==> config.mk <==
export PLATFORM = sky130hd
export DESIGN_NAME = pbc_top
export DESIGN_NICKNAME = d
export VERILOG_FILES = /design/src/include/pbc_pkg.sv /design/src/include/pbc_ramp_if.sv /design/src/rtl/pbc_ramp.sv /design/src/rtl/pbc_top.sv
export VERILOG_INCLUDE_DIRS = /design/src /design/src/include
export SDC_FILE = /design/constraint.sdc
export NUM_CORES = 1
export LEC_CHECK = 0
export BUFFER_PORTS_ARGS = -buffer_cell sky130_fd_sc_hd__buf_2
export CORE_ASPECT_RATIO = 1.5
export CORE_UTILIZATION = 35
export CTS_BUF_LIST = sky130_fd_sc_hd__clkbuf_16
export CTS_CLUSTER_SIZE = 40
export DETAILED_ROUTE_END_ITERATION = 10
export PLACE_DENSITY = 0.61
export SYNTH_ARGS = -nofsm -noshare
export SYNTH_HDL_FRONTEND = slang
export SYNTH_SLANG_ARGS = --single-unit
==> constraint.sdc <==
create_clock -name clk -period 4.3 [get_ports clk]
set_input_delay 0.645 -clock clk [delete_from_list [all_inputs] [get_ports clk]]
set_output_delay 0.645 -clock clk [all_outputs]
set_load 0.1 [all_outputs]
==> src/include/pbc_consts.svh <==
// Register map, field positions, reset values and timing for the gain block
`ifndef PBC_CONSTS_SVH
`define PBC_CONSTS_SVH
// ==========================================================
// Widths
`define PBC_ADDR_W 16
`define PBC_DATA_W 8
`define PBC_CNT_W 20
`define PBC_REG_N 7
// ==========================================================
// Register indices into the storage array
`define PBC_IDX_AMP3 0
`define PBC_IDX_SLEW 1
`define PBC_IDX_BOOST 2
`define PBC_IDX_CHG 3
`define PBC_IDX_PATH 4
`define PBC_IDX_LVL0 5
`define PBC_IDX_STAT 6
// ==========================================================
// Byte offsets
`define PBC_OFS_AMP3 16'h0026
`define PBC_OFS_SLEW 16'h0027
`define PBC_OFS_BOOST 16'h0028
`define PBC_OFS_CHG 16'h0029
`define PBC_OFS_PATH 16'h002A
`define PBC_OFS_LVL0 16'h002B
`define PBC_OFS_STAT 16'h0040
// ==========================================================
// Reset values and writable masks
`define PBC_RST_AMP3 8'h40
`define PBC_RST_SLEW 8'h00
`define PBC_RST_BOOST 8'h00
`define PBC_RST_CHG 8'h3F
`define PBC_RST_PATH 8'h00
`define PBC_RST_LVL0 8'h00
`define PBC_MSK_AMP3 8'hFF
`define PBC_MSK_SLEW 8'h3F
`define PBC_MSK_BOOST 8'h0F
`define PBC_MSK_CHG 8'h3F
`define PBC_MSK_PATH 8'h03
`define PBC_MSK_LVL0 8'hFF
`define PBC_MSK_NONE 8'h00
// ==========================================================
// Field positions
`define PBC_MIC_BIT 7
`define PBC_MUTE_BIT 6
`define PBC_GAIN_MSB 5
`define PBC_RATE_MSB 5
`define PBC_RATE_LSB 4
`define PBC_AMP_MSB 3
`define PBC_OUT_MSB 5
`define PBC_OUT_LSB 4
`define PBC_ROUTE_MSB 1
`define PBC_BUSY_BIT 7
`define PBC_BOOST3_BIT 3
`define PBC_OFF3_BIT 3
// ==========================================================
// Timing and gain arithmetic
`define PBC_CLK_MHZ 25
`define PBC_SLEW0_US 21500
`define PBC_SLEW1_US 42500
`define PBC_SLEW2_US 85000
`define PBC_RAMP_STEPS 64
`define PBC_GAIN_STEP_Q 3
`define PBC_GAIN_BASE_Q 48
`define PBC_BOOST_Q 40
`endif

==> src/include/pbc_pkg.sv <==
// Types shared by the gain block modules
package pbc_pkg;
   // ==========================================================
   // Ramp engine states
   typedef enum logic [0:0] {
      ramp_idle = 1'b0,
      ramp_run = 1'b1
   } pbc_ramp_state_type;
   // ==========================================================
   // Slew rate codes
   typedef enum logic [1:0] {
      rate_21ms = 2'b00,
      rate_42ms = 2'b01,
      rate_85ms = 2'b10,
      rate_rsvd = 2'b11
   } pbc_rate_type;
endpackage : pbc_pkg

==> src/include/pbc_ramp_if.sv <==
// Link between the register block and the gain ramp engine
`timescale 1ns/1ps
`include "pbc_consts.svh"
interface pbc_ramp_if;
   logic [`PBC_GAIN_MSB:0] target;
   logic hold;
   logic jump;
   logic [`PBC_CNT_W-1:0] interval;
   logic [`PBC_GAIN_MSB:0] applied;
   logic busy;
   modport ctl (
      output target,
      output hold,
      output jump,
      output interval,
      input applied,
      input busy
   );
   modport eng (
      input target,
      input hold,
      input jump,
      input interval,
      output applied,
      output busy
   );
endinterface : pbc_ramp_if

==> src/rtl/pbc_ramp.sv <==
// Gain ramp engine: walks the applied gain code toward its target
`timescale 1ns/1ps
`include "pbc_consts.svh"
module pbc_ramp (
   // Clock and reset
   input wire logic clk,
   input wire logic rst,
   input wire logic ce,
   // Control link
   pbc_ramp_if.eng rif
);
   // ==========================================================
   // State
   pbc_pkg::pbc_ramp_state_type state_ff, nxt_state;
   logic [`PBC_CNT_W-1:0] cnt_ff, nxt_cnt;
   logic [`PBC_GAIN_MSB:0] code_ff, nxt_code;
   wire at_target = code_ff == rif.target;
   wire [`PBC_CNT_W-1:0] cnt_inc = cnt_ff + 1'b1;
   wire step_due = cnt_inc >= rif.interval;
   wire go_up = rif.target > code_ff;
   // ==========================================================
   // Next state
   always_comb begin
      nxt_state = state_ff;
      nxt_cnt = cnt_ff;
      nxt_code = code_ff;
      if (rif.hold) begin
         // Muted: gain field ignored, applied code frozen
         nxt_state = pbc_pkg::ramp_idle;
         nxt_cnt = '0;
      end else if (rif.jump) begin
         // No slewing: take the new code at once
         nxt_state = pbc_pkg::ramp_idle;
         nxt_cnt = '0;
         nxt_code = rif.target;
      end else begin
         unique case (state_ff)
            pbc_pkg::ramp_idle: begin
               if (!at_target) begin
                  nxt_state = pbc_pkg::ramp_run;
                  nxt_cnt = '0;
               end
            end
            pbc_pkg::ramp_run: begin
               if (at_target) begin
                  nxt_state = pbc_pkg::ramp_idle;
               end else if (step_due) begin
                  // One code step per interval
                  nxt_cnt = '0;
                  nxt_code = go_up ? code_ff + 1'b1 : code_ff - 1'b1;
               end else begin
                  nxt_cnt = cnt_inc;
               end
            end
         endcase
      end
   end
   always_ff @(posedge clk or posedge rst) begin
      if (rst) begin
         state_ff <= pbc_pkg::ramp_idle;
         cnt_ff <= '0;
         code_ff <= '0;
      end else if (ce) begin
         state_ff <= nxt_state;
         cnt_ff <= nxt_cnt;
         code_ff <= nxt_code;
      end
   end
   assign rif.applied = code_ff;
   assign rif.busy = state_ff == pbc_pkg::ramp_run;
   // ==========================================================
   // Checks
   step_wait_a: assert property (@(posedge clk) disable iff (rst)
      ce && !rif.hold && !rif.jump && state_ff == pbc_pkg::ramp_run
      && !step_due |=> code_ff == $past(code_ff))
      else $error("ramp stepped before interval");
   step_take_a: assert property (@(posedge clk) disable iff (rst)
      ce && !rif.hold && !rif.jump && state_ff == pbc_pkg::ramp_run
      && step_due && !at_target |=> code_ff != $past(code_ff))
      else $error("ramp missed a due step");
endmodule : pbc_ramp

==> src/rtl/pbc_top.sv <==
// Input gain, slew, boost, click guard and bypass control registers
//
// Design decision made here: the strobed register port.
`timescale 1ns/1ps
`include "pbc_consts.svh"
module pbc_top #(
   parameter int unsigned SLEW0_CYC =
      (`PBC_SLEW0_US * `PBC_CLK_MHZ) / `PBC_RAMP_STEPS,
   parameter int unsigned SLEW1_CYC =
      (`PBC_SLEW1_US * `PBC_CLK_MHZ) / `PBC_RAMP_STEPS,
   parameter int unsigned SLEW2_CYC =
      (`PBC_SLEW2_US * `PBC_CLK_MHZ) / `PBC_RAMP_STEPS
) (
   // Clock, reset, enable
   input wire logic clk,
   input wire logic rst,
   input wire logic ce,
   // Register port
   input wire logic [`PBC_ADDR_W-1:0] addr,
   input wire logic [`PBC_DATA_W-1:0] wdata,
   input wire logic wr_stb,
   input wire logic rd_stb,
   output logic [`PBC_DATA_W-1:0] rdata,
   // Input amplifier 3
   output logic amp3_mic_select,
   output logic amp3_silence,
   output logic [`PBC_GAIN_MSB:0] amp3_gain_applied,
   output logic [8:0] amp3_gain_qdb,
   output logic amp3_ramp_busy,
   // Shared amplifier controls
   output logic [1:0] slew_rate_code,
   output logic [`PBC_AMP_MSB:0] amp_ramp_off,
   output logic [`PBC_AMP_MSB:0] amp_slew_active,
   output logic [`PBC_AMP_MSB:0] amp_extra_gain,
   // Click guards
   output logic [1:0] out_click_guard_off,
   output logic [`PBC_AMP_MSB:0] in_click_guard_off,
   // Bypass path
   output logic [`PBC_ROUTE_MSB:0] bypass_route,
   output logic dac0_bypass,
   output logic dac1_bypass,
   output logic [`PBC_DATA_W-1:0] bypass_out0_level
);
   // ==========================================================
   // Register table
   localparam int REG_N = `PBC_REG_N;
   localparam logic [`PBC_ADDR_W-1:0] REG_OFS [REG_N] = '{
      `PBC_OFS_AMP3, `PBC_OFS_SLEW, `PBC_OFS_BOOST, `PBC_OFS_CHG,
      `PBC_OFS_PATH, `PBC_OFS_LVL0, `PBC_OFS_STAT};
   localparam logic [`PBC_DATA_W-1:0] REG_RST [REG_N] = '{
      `PBC_RST_AMP3, `PBC_RST_SLEW, `PBC_RST_BOOST, `PBC_RST_CHG,
      `PBC_RST_PATH, `PBC_RST_LVL0, `PBC_MSK_NONE};
   // Masks keep reserved bits at zero
   localparam logic [`PBC_DATA_W-1:0] REG_MSK [REG_N] = '{
      `PBC_MSK_AMP3, `PBC_MSK_SLEW, `PBC_MSK_BOOST, `PBC_MSK_CHG,
      `PBC_MSK_PATH, `PBC_MSK_LVL0, `PBC_MSK_NONE};
   // ==========================================================
   // Storage and decode
   logic [`PBC_DATA_W-1:0] reg_ff [REG_N];
   logic [`PBC_DATA_W-1:0] rd_term [REG_N];
   logic [REG_N-1:0] hit;
   logic [`PBC_DATA_W-1:0] status_word;
   genvar gi;
   generate
      for (gi = 0; gi < REG_N; gi++) begin : g_reg
         assign hit[gi] = addr == REG_OFS[gi];
         // Status word is live state, not storage
         assign rd_term[gi] = !hit[gi] ? '0 :
            (gi == `PBC_IDX_STAT) ? status_word : reg_ff[gi];
         always_ff @(posedge clk or posedge rst) begin
            if (rst) begin
               reg_ff[gi] <= REG_RST[gi];
            end else if (ce && wr_stb && hit[gi]) begin
               reg_ff[gi] <= wdata & REG_MSK[gi];
            end
         end
      end
   endgenerate
   // ==========================================================
   // Field views
   wire [`PBC_DATA_W-1:0] amp3_reg = reg_ff[`PBC_IDX_AMP3];
   wire [`PBC_DATA_W-1:0] slew_reg = reg_ff[`PBC_IDX_SLEW];
   wire [`PBC_DATA_W-1:0] boost_reg = reg_ff[`PBC_IDX_BOOST];
   wire [`PBC_DATA_W-1:0] chg_reg = reg_ff[`PBC_IDX_CHG];
   wire [`PBC_DATA_W-1:0] path_reg = reg_ff[`PBC_IDX_PATH];
   wire [`PBC_DATA_W-1:0] lvl0_reg = reg_ff[`PBC_IDX_LVL0];
   wire amp3_mic_bit = amp3_reg[`PBC_MIC_BIT];
   wire amp3_mute_bit = amp3_reg[`PBC_MUTE_BIT];
   wire [`PBC_GAIN_MSB:0] amp3_gain_code = amp3_reg[`PBC_GAIN_MSB:0];
   wire [1:0] rate_field = slew_reg[`PBC_RATE_MSB:`PBC_RATE_LSB];
   wire [`PBC_AMP_MSB:0] ramp_off_field = slew_reg[`PBC_AMP_MSB:0];
   wire [`PBC_AMP_MSB:0] boost_field = boost_reg[`PBC_AMP_MSB:0];
   wire [`PBC_ROUTE_MSB:0] route_field = path_reg[`PBC_ROUTE_MSB:0];
   // ==========================================================
   // Ramp engine for amplifier 3
   pbc_ramp_if rif ();
   // Reserved rate code falls back to the slowest ramp
   wire [`PBC_CNT_W-1:0] slew_interval =
      (rate_field == pbc_pkg::rate_21ms) ? `PBC_CNT_W'(SLEW0_CYC) :
      (rate_field == pbc_pkg::rate_42ms) ? `PBC_CNT_W'(SLEW1_CYC) :
      `PBC_CNT_W'(SLEW2_CYC);
   assign rif.target = amp3_gain_code;
   assign rif.hold = amp3_mute_bit;
   // Line input powers the amp down, so no slewing there
   assign rif.jump = ramp_off_field[`PBC_OFF3_BIT] | ~amp3_mic_bit;
   assign rif.interval = slew_interval;
   pbc_ramp u_ramp (
      .clk (clk),
      .rst (rst),
      .ce (ce),
      .rif (rif.eng)
   );
   assign status_word = {rif.busy, 1'b0, rif.applied};
   // ==========================================================
   // Derived outputs
   logic [8:0] gain_qdb_ff, nxt_gain_qdb;
   logic dac0_byp_ff, dac1_byp_ff;
   logic [`PBC_DATA_W-1:0] lvl_out_ff, nxt_lvl_out;
   logic [`PBC_DATA_W-1:0] rdata_ff, nxt_rdata;
   logic [`PBC_AMP_MSB:0] slew_act_ff;
   wire [8:0] base_qdb =
      9'({3'b000, rif.applied} * 9'(`PBC_GAIN_STEP_Q))
      - 9'(`PBC_GAIN_BASE_Q);
   wire [8:0] boost_qdb =
      boost_field[`PBC_BOOST3_BIT] ? 9'(`PBC_BOOST_Q) : 9'h000;
   assign nxt_gain_qdb = base_qdb + boost_qdb;
   // Level only reaches DAC0 while bypass feeds it
   assign nxt_lvl_out = route_field[0] ? lvl0_reg : '0;
   always_comb begin
      nxt_rdata = '0;
      for (int i = 0; i < REG_N; i++) begin
         nxt_rdata = nxt_rdata | rd_term[i];
      end
   end
   always_ff @(posedge clk or posedge rst) begin
      if (rst) begin
         gain_qdb_ff <= '0;
         lvl_out_ff <= '0;
         dac0_byp_ff <= 1'b0;
         dac1_byp_ff <= 1'b0;
      end else if (ce) begin
         gain_qdb_ff <= nxt_gain_qdb;
         lvl_out_ff <= nxt_lvl_out;
         dac0_byp_ff <= route_field[0];
         dac1_byp_ff <= route_field[1];
      end
   end
   // Read data stands for one cycle only
   always_ff @(posedge clk or posedge rst) begin
      if (rst) begin
         rdata_ff <= '0;
      end else if (ce) begin
         rdata_ff <= rd_stb ? nxt_rdata : '0;
      end
   end
   generate
      for (gi = 0; gi <= `PBC_AMP_MSB; gi++) begin : g_amp
         always_ff @(posedge clk or posedge rst) begin
            if (rst) begin
               slew_act_ff[gi] <= 1'b1;
            end else if (ce) begin
               slew_act_ff[gi] <= ~ramp_off_field[gi];
            end
         end
      end
   endgenerate
   // ==========================================================
   // Output wiring
   assign rdata = rdata_ff;
   assign amp3_mic_select = amp3_mic_bit;
   assign amp3_silence = amp3_mute_bit;
   assign amp3_gain_applied = rif.applied;
   assign amp3_gain_qdb = gain_qdb_ff;
   assign amp3_ramp_busy = rif.busy;
   assign slew_rate_code = rate_field;
   assign amp_ramp_off = ramp_off_field;
   assign amp_slew_active = slew_act_ff;
   assign amp_extra_gain = boost_field;
   assign out_click_guard_off = chg_reg[`PBC_OUT_MSB:`PBC_OUT_LSB];
   assign in_click_guard_off = chg_reg[`PBC_AMP_MSB:0];
   assign bypass_route = route_field;
   assign dac0_bypass = dac0_byp_ff;
   assign dac1_bypass = dac1_byp_ff;
   assign bypass_out0_level = lvl_out_ff;
   // ==========================================================
   // Checks
   wire wr_amp3 = ce && wr_stb && hit[`PBC_IDX_AMP3];
   wire wr_chg = ce && wr_stb && hit[`PBC_IDX_CHG];
   wire wr_path = ce && wr_stb && hit[`PBC_IDX_PATH];
   line_track_a: assert property (@(posedge clk) disable iff (rst)
      ce && !amp3_mute_bit && !amp3_mic_bit
      |=> rif.applied == $past(amp3_gain_code))
      else $error("line mode gain not taken at once");
   mic_slew_a: assert property (@(posedge clk) disable iff (rst)
      ce && amp3_mic_bit && !amp3_mute_bit
      && !ramp_off_field[`PBC_OFF3_BIT]
      |=> (rif.applied == $past(rif.applied))
      || (rif.applied == $past(rif.applied) + 6'h01)
      || (rif.applied == $past(rif.applied) - 6'h01))
      else $error("mic mode gain jumped more than a step");
   mute_freeze_a: assert property (@(posedge clk) disable iff (rst)
      ce && amp3_mute_bit |=> rif.applied == $past(rif.applied))
      else $error("gain moved while muted");
   mute_write_a: assert property (@(posedge clk) disable iff (rst)
      wr_amp3 |=> amp3_silence == $past(wdata[`PBC_MUTE_BIT])
      && amp3_mic_select == $past(wdata[`PBC_MIC_BIT]))
      else $error("amp3 control write not taken");
   reset_vals_a: assert property (@(posedge clk)
      $fell(rst) |-> amp3_silence && out_click_guard_off == 2'h3
      && in_click_guard_off == 4'hF && bypass_route == 2'h0
      && bypass_out0_level == 8'h00)
      else $error("bad values after reset");
   // Skip the release edge, the gain flop is still held in reset there
   gain_base_a: assert property (@(posedge clk) disable iff (rst)
      ce && !rst && !boost_field[`PBC_BOOST3_BIT] ##1 ce
      |-> amp3_gain_qdb == 9'($past(rif.applied) * 9'h003) - 9'h030)
      else $error("gain scale wrong");
   jump_off_a: assert property (@(posedge clk) disable iff (rst)
      ce && !amp3_mute_bit && ramp_off_field[`PBC_OFF3_BIT]
      |=> rif.applied == $past(amp3_gain_code) && !rif.busy)
      else $error("ramp off did not jump");
   boost_add_a: assert property (@(posedge clk) disable iff (rst)
      ce && boost_field[`PBC_BOOST3_BIT]
      |=> amp3_gain_qdb == $past(base_qdb) + 9'h028)
      else $error("boost not added");
   guard_write_a: assert property (@(posedge clk) disable iff (rst)
      wr_chg |=> out_click_guard_off == $past(wdata[5:4])
      && in_click_guard_off == $past(wdata[3:0]))
      else $error("click guard write lost");
   route_out_a: assert property (@(posedge clk) disable iff (rst)
      wr_path ##1 ce |=> dac0_bypass == $past(wdata[0], 2)
      && dac1_bypass == $past(wdata[1], 2))
      else $error("bypass route decode wrong");
   level_gate_a: assert property (@(posedge clk) disable iff (rst)
      ce |=> bypass_out0_level == ($past(route_field[0])
      ? $past(lvl0_reg) : 8'h00))
      else $error("bypass level gate wrong");
   resv_zero_a: assert property (@(posedge clk) disable iff (rst)
      ce && rd_stb && (hit[`PBC_IDX_PATH] || hit == '0)
      |=> rdata[7:2] == 6'h00)
      else $error("reserved bits read nonzero");
endmodule : pbc_top

### After elaboration in Yosys (flattened, before gate mapping)

Cells that the tools add are included.

| operators by class | value |
|---|---|
| equality and inequality tests | 12 |
| reductions and logical operators | 12 |
| mux-type cells | 26 |
| add/sub/neg operators | 5 |
| multiply operators | 1 |
| bitwise gates (word level) | 14 |
| magnitude comparators | 2 |

Operators by type and width:

| kind | count |
|---|---|
| 2-to-1 mux 20 bit | 5 |
| == test 16 x 6 -> 1 bit (second input constant) | 6 |
| 2-to-1 mux 6 bit | 8 |
| 2-to-1 mux 8 bit | 5 |
| case mux 20 bit (2 select lines) | 1 |
| 2-to-1 mux 16 bit | 2 |
| adder 20 x 1 -> 20 bit (second input constant) | 1 |
| greater-or-equal comparator 20 x 16 -> 1 bit | 1 |
| == test 16 x 7 -> 1 bit (second input constant) | 1 |
| OR 8 x 6 -> 8 bit | 2 |
| OR 8 bit | 2 |
| adder 9 x 6 -> 9 bit | 1 |
| subtractor 8 x 6 -> 9 bit (second input constant) | 1 |
| multiplier 6 x 2 -> 8 bit (second input constant) | 1 |
| inequality test 4 bit (second input constant) | 2 |
| OR 8 x 2 -> 8 bit | 1 |
| OR 8 x 4 -> 8 bit | 1 |
| logical AND 1 bit | 7 |
| inverter 1 bit | 7 |
| adder 6 x 1 -> 6 bit (second input constant) | 1 |
| == test 6 bit | 1 |
| greater-than comparator 6 bit | 1 |
| subtractor 6 x 1 -> 6 bit (second input constant) | 1 |
| AND reduction 5 bit | 1 |
| other kinds (9) | 12 |

| word-level totals | value |
|---|---|
| output and inout port bits | 58 |
| bits in registers | 92 |

### Logic depth before layout (Yosys ltp)

| depth | value |
|---|---|
| depth after elaboration | 9 |
| mapped depth | 13 |

### Modules after synthesis

A second synthesis with hierarchy kept.

| second synthesis, totals | value |
|---|---|
| cell total of the unflattened synthesis | 562 |
| area, all modules | 5,700.5 µm² |

Modules (own cells, without submodules):

| module | instances | area each (µm²) | cells each |
|---|---|---|---|
| pbc_top | 1 | 3,308.2 | 275 |
| pbc_ramp | 1 | 2,392.3 | 287 |

### Worst setup path after synthesis

OpenSTA, ideal clock, no wires.

| timing path | value |
|---|---|
| kind | reg-to-reg |
| start | register u_ramp.code_ff[5], in the netlist u_ramp.rif.applied[5] |
| end | register u_ramp.code_ff[5], in the netlist u_ramp.rif.applied[5] |
| path buffers | 0 |
| setup time | 126 ps |
| data required time | 4,174 ps |
| data arrival time | 3,762 ps |
| clock period less this slack | 3,888 ps |
| stages on the path, launching flop included | 14 |
| setup slack | 412 ps |
| cells stage by stage | dfrtp_1 -> inv_1 -> ha_1 -> and3_1 -> a21boi_0 -> o21ai_0 -> ha_1 -> a21o_1 -> a21oi_1 -> o21bai_1 -> a21oi_1 -> xnor2_1 -> o21ai_0 -> mux2_4 |

| between the ends | value |
|---|---|
| cells in the longest elaborated chain, start to end | 6 |
| elaborated cells between the ends (all ways) | 11 |
| classes of those cells | add/sub: 2; order compare: 1; eq/ne: 2; mux: 5; reduce/logical: 1 |

Ends and longest elaborated chain:

| what | line | source |
|---|---|---|
| start, declared | pbc_ramp.sv:16 | `` logic [`PBC_GAIN_MSB:0] code_ff, nxt_code; `` |
| start signal, assigned | pbc_ramp.sv:66 | `code_ff <= nxt_code;` |
| subtractor 6 x 1 -> 6 bit (tied with other cells) | pbc_ramp.sv:50 | `nxt_code = go_up ? code_ff + 1'b1 : code_ff - 1'b1;` |
| 2-to-1 mux 6 bit | pbc_ramp.sv:50 |  |
| 2-to-1 mux 6 bit | pbc_ramp.sv:47 | `end else if (step_due) begin` |
| 2-to-1 mux 6 bit | pbc_ramp.sv:45 | `if (at_target) begin` |
| 2-to-1 mux 6 bit | pbc_ramp.sv:37 | `unique case (state_ff)` |
| 2-to-1 mux 6 bit | pbc_ramp.sv:31 | `end else if (rif.jump) begin` |

Parallel ways exist; a longest one is shown, timed or not. The select of a mux whose other input is x is not followed.
A chain may end at the register's enable or synchronous reset.

### Worst setup path after layout

Same ends and word-level chain as after synthesis.

==> flow_metrics.py <==
metrics = {
    "floorplan": {
        "dieHeight_um": 152,
        "fp.coreArea_um2": 14600,
        "die_w_um": 102,
        "rows": 54,
        "num_io_pins": 87,
        "start_util_pct": 36.0,
        "fp.dieArea_um2": 15500,
    },
    "worst_setup_path": {
        "worstRegToRegCells": 13,
        "critical_path_class": "flip-flop to flip-flop",
        "start_kind": "flip-flop",
        "critPathBufInv": 1,
        "reg2reg_slack_ns": 0.63,
        "slowest_stage": "o21ai_0",
        "slowest_delay_ns": 0.71,
        "cp-startpoint": "u_ramp.rif.applied[5]$_DFFE_PP0P_",
        "critical_path_peak_fanout": 7,
        "end_kind": "flip-flop",
        "required_ns": 4.53,
        "r2r_start": "u_ramp.rif.applied[5]$_DFFE_PP0P_",
        "cp_cell_sequence": "inv_1 -> ha_1 -> and3_1 -> a21boi_0 -> o21ai_0 -> ha_1 -> a21o_1 -> a21oi_1 -> o21bai_1 -> a21oi_1 -> xnor2_1 -> o21ai_0 -> mux2_4",
        "regToRegEndpoint": "u_ramp.rif.applied[5]$_DFFE_PP0P_",
        "cp_data_arrival_time_ns": 3.90,
        "cp_top_family": "compound AO/OA/AOI/OAI gates",
    },
    "power_and_ir_drop": {
        "internal_power_mw": 1.34,
        "switchingPower_mw": 0.403,
        "switching_share_pct": 23.1,
        "power_density_nw_per_um2": 282,
        "pwr-share-clk_pct": 46.0,
        "peakVddDrop_mv": 0.164,
        "power_frac_seq_pct": 49.7,
        "combPwrFrac_pct": 4.4,
        "leakagePower_nw": 3.06,
    },
    "outcome": {
        "status": "finished clean",
    },
    "routing": {
        "dr.pass1.iters": 5,
        "wl_mm": 13.5,
        "drt_iter0_markers": 134,
        "vias": 4027,
        "wl_per_cell_um": 17.8,
        "drcViolationCount": 0,
        "via_per_inst": 5.28,
        "ant_nets": 0,
    },
    "global_route": {
        "grt_pass1_wl_mm": 22.5,
        "grt_max_degree": 33,
        "grt_util_all_layers_pct": 19.0,
        "gr-total-overflow": 0,
        "antenna_found_initial": 0,
        "first_global_vias": 4143,
    },
    "clock_tree": {
        "cts_resized": 0,
        "cts_buffer_depth": 2,
        "htreeDepth": 3,
        "cts-root-buf": "clkbuf_16",
        "path_clk_slew_ns": 0.07,
        "cts_tree": "built",
        "cts_buffers": 9,
        "hold_buffers": 0,
        "insertion_delay_ns": 0.35,
        "post-cts-setup-buffers": 0,
        "cts_num_sinks": 92,
    },
    "placement": {
        "dp_hpwl_mm": 10.5,
        "place_area_um2": 5890,
        "io_buffer_count": 86,
        "gp_congestion": 0.901,
    },
    "sta": {
        "maxSlewViolCount": 0,
        "max_clock_freq_mhz": 273,
        "fin_skew_ns": 0.00749,
        "grt_setup_unrepaired": "false",
        "setup_viol": 0,
        "finalHoldViolations": 0,
        "tightest_slew_ns": 0.884,
        "finalCritPeriodShare_pct": 85.3,
        "relSlewSlack_pct": 40.4,
        "setup_tns_ns": 0,
        "layout_min_cycle_time_ns": 3.67,
    },
    "cells_and_area": {
        "nets": 626,
        "layout-drive-gt1-share_pct": 33.2,
        "final_common_cell": "buf_2",
        "syn_to_final_growth_pct": 18.0,
        "fin_area_um2": 6190,
        "multiInputGateArea_um2": 2700,
        "register_area_um2": 2320,
        "largest_reg_flops": 20,
        "final_cell_mix": "buf_2 (86), dfrtp_1 (81), mux2_2 (46)",
        "top_register": "u_ramp.cnt_ff",
        "fillers": 1466,
        "antennaDiodeCount": 0,
    },
    "synth": {
        "synth.avg_cell_area_um2": 11.0,
        "netlist_area_um2": 5250,
        "synth_edf_count": 0,
        "synth_flop_cell": "dfrtp_1",
        "ys_seq_elements": 92,
        "async_reset_ff_share_pct": 100,
        "yosysSeqAreaShare_pct": 44.1,
        "syn_inst": 475,
        "ys_types": 68,
        "yosys_warnings": 0,
        "syn_nets": 539,
    },
    "hold_path": {
        "hold_path.class": "primary input to async pin",
    },
    "flow_run": {
        "maxCapViolations": 0,
    },
}
final cells by class:
cell class                 instances  area share (%)
timing repair buffer              92            7.68
tap                              196            3.96
clock buffer                       9            3.64
multi-input combinational        327            43.7
sequential                        92            37.4
clock inverter                     7            1.21
inverter                          40            2.45
cell usage after synthesis, types with 3 or more instances:
| library cell | number | area [µm²] |
|---|---|---|
| dfrtp_1 | 81 | 2030 |
| mux2_2 | 46 | 518 |
| inv_1 | 40 | 150 |
| ha_1 | 31 | 388 |
| nand2_1 | 27 | 101 |
| nor2_1 | 20 | 75.1 |
| o21ai_0 | 19 | 95.1 |
| xnor2_1 | 18 | 158 |
| a21oi_1 | 15 | 75.1 |
| mux2i_1 | 13 | 130 |
| nand3_1 | 13 | 65.1 |
| dfstp_2 | 11 | 289 |
| a22o_1 | 10 | 87.6 |
| clkbuf_1 | 9 | 33.8 |
| nand4_1 | 8 | 50.1 |
| o22ai_1 | 8 | 50.1 |
| and2_1 | 7 | 43.8 |
| xor2_1 | 6 | 52.6 |
| a21o_1 | 5 | 37.5 |
| a221oi_1 | 5 | 43.8 |
| and3_1 | 5 | 31.3 |
| nor4_1 | 5 | 31.3 |
| buf_4 | 4 | 30.0 |
| fa_1 | 4 | 80.1 |
| nor3_1 | 4 | 20.0 |
| a31oi_1 | 3 | 18.8 |
| and4_1 | 3 | 26.3 |
cells by family (layout without fill, tap and decap cells):
kind of cell / count (synthesis) / after routing / share of synthesized area [%]
buffers and inverters: 56 / 148 / 4.36
flip-flops: 92 / 92 / 44.1
AO/OA/AOI/OAI: 87 / 87 / 12.0
multiplexers: 62 / 62 / 13.4
adder cells (fa/ha/maj): 35 / 35 / 8.92
XOR/XNOR: 25 / 25 / 4.32
AND/OR/NAND/NOR: 118 / 118 / 12.9
layer usage:
metal	vias to the layer above	GRT usage (%)	wire, µm
li1	1904	-	-
met1	1984	22.6	5500
met2	106	32.8	7160
met3	33	3.27	461
met4	0	8.57	426
met5	-	0	0
per-stage QoR:
step,hold slack [ns],worst slack (ns),cells,power [mW],utilization [%]
3_5_place_dp,0.453,0.646,747,0.961,40.4
2_1_floorplan,0.467,0.412,475,0.927,-
3_3_place_gp,0.453,0.865,747,0.959,40.4
4_1_cts,0.310,0.629,763,1.77,42.4
5_1_grt,0.332,0.343,763,1.82,42.4
6_report,0.308,0.632,763,1.75,42.4
worst max-delay path by stage:
stage / end / slack, ns / depth (start not counted)
floorplan: u_ramp.rif.applied[5]$_DFFE_PP0P_ / 0.41 / 13
detailed placement: u_ramp.rif.applied[5]$_DFFE_PP0P_ / 0.65 / 13
global route: u_ramp.rif.applied[5]$_DFFE_PP0P_ / 0.34 / 13
global placement: u_ramp.rif.applied[5]$_DFFE_PP0P_ / 0.87 / 13
finish: u_ramp.rif.applied[5]$_DFFE_PP0P_ / 0.63 / 13
CTS: u_ramp.rif.applied[5]$_DFFE_PP0P_ / 0.63 / 13
worst register-to-register path: stages, from the launching register on:
cell	delay [ns]
dfrtp_1	0.52
inv_1	0.14
ha_1	0.34
and3_1	0.17
a21boi_0	0.12
o21ai_0	0.71
ha_1	0.37
a21o_1	0.17
a21oi_1	0.22
o21bai_1	0.09
a21oi_1	0.17
xnor2_1	0.13
o21ai_0	0.10
mux2_4	0.30
power by group through the flow:
stage	combinational, mW	sequential (mW)	clock [mW]
finish	0.0760	0.867	0.802
global route	0.0841	0.866	0.870
CTS	0.0779	0.867	0.829
detailed placement	0.0779	0.883	0
global placement	0.0758	0.883	0
floorplan	0.0379	0.889	0
No activity file was read; power rests on OpenSTA's default activity.
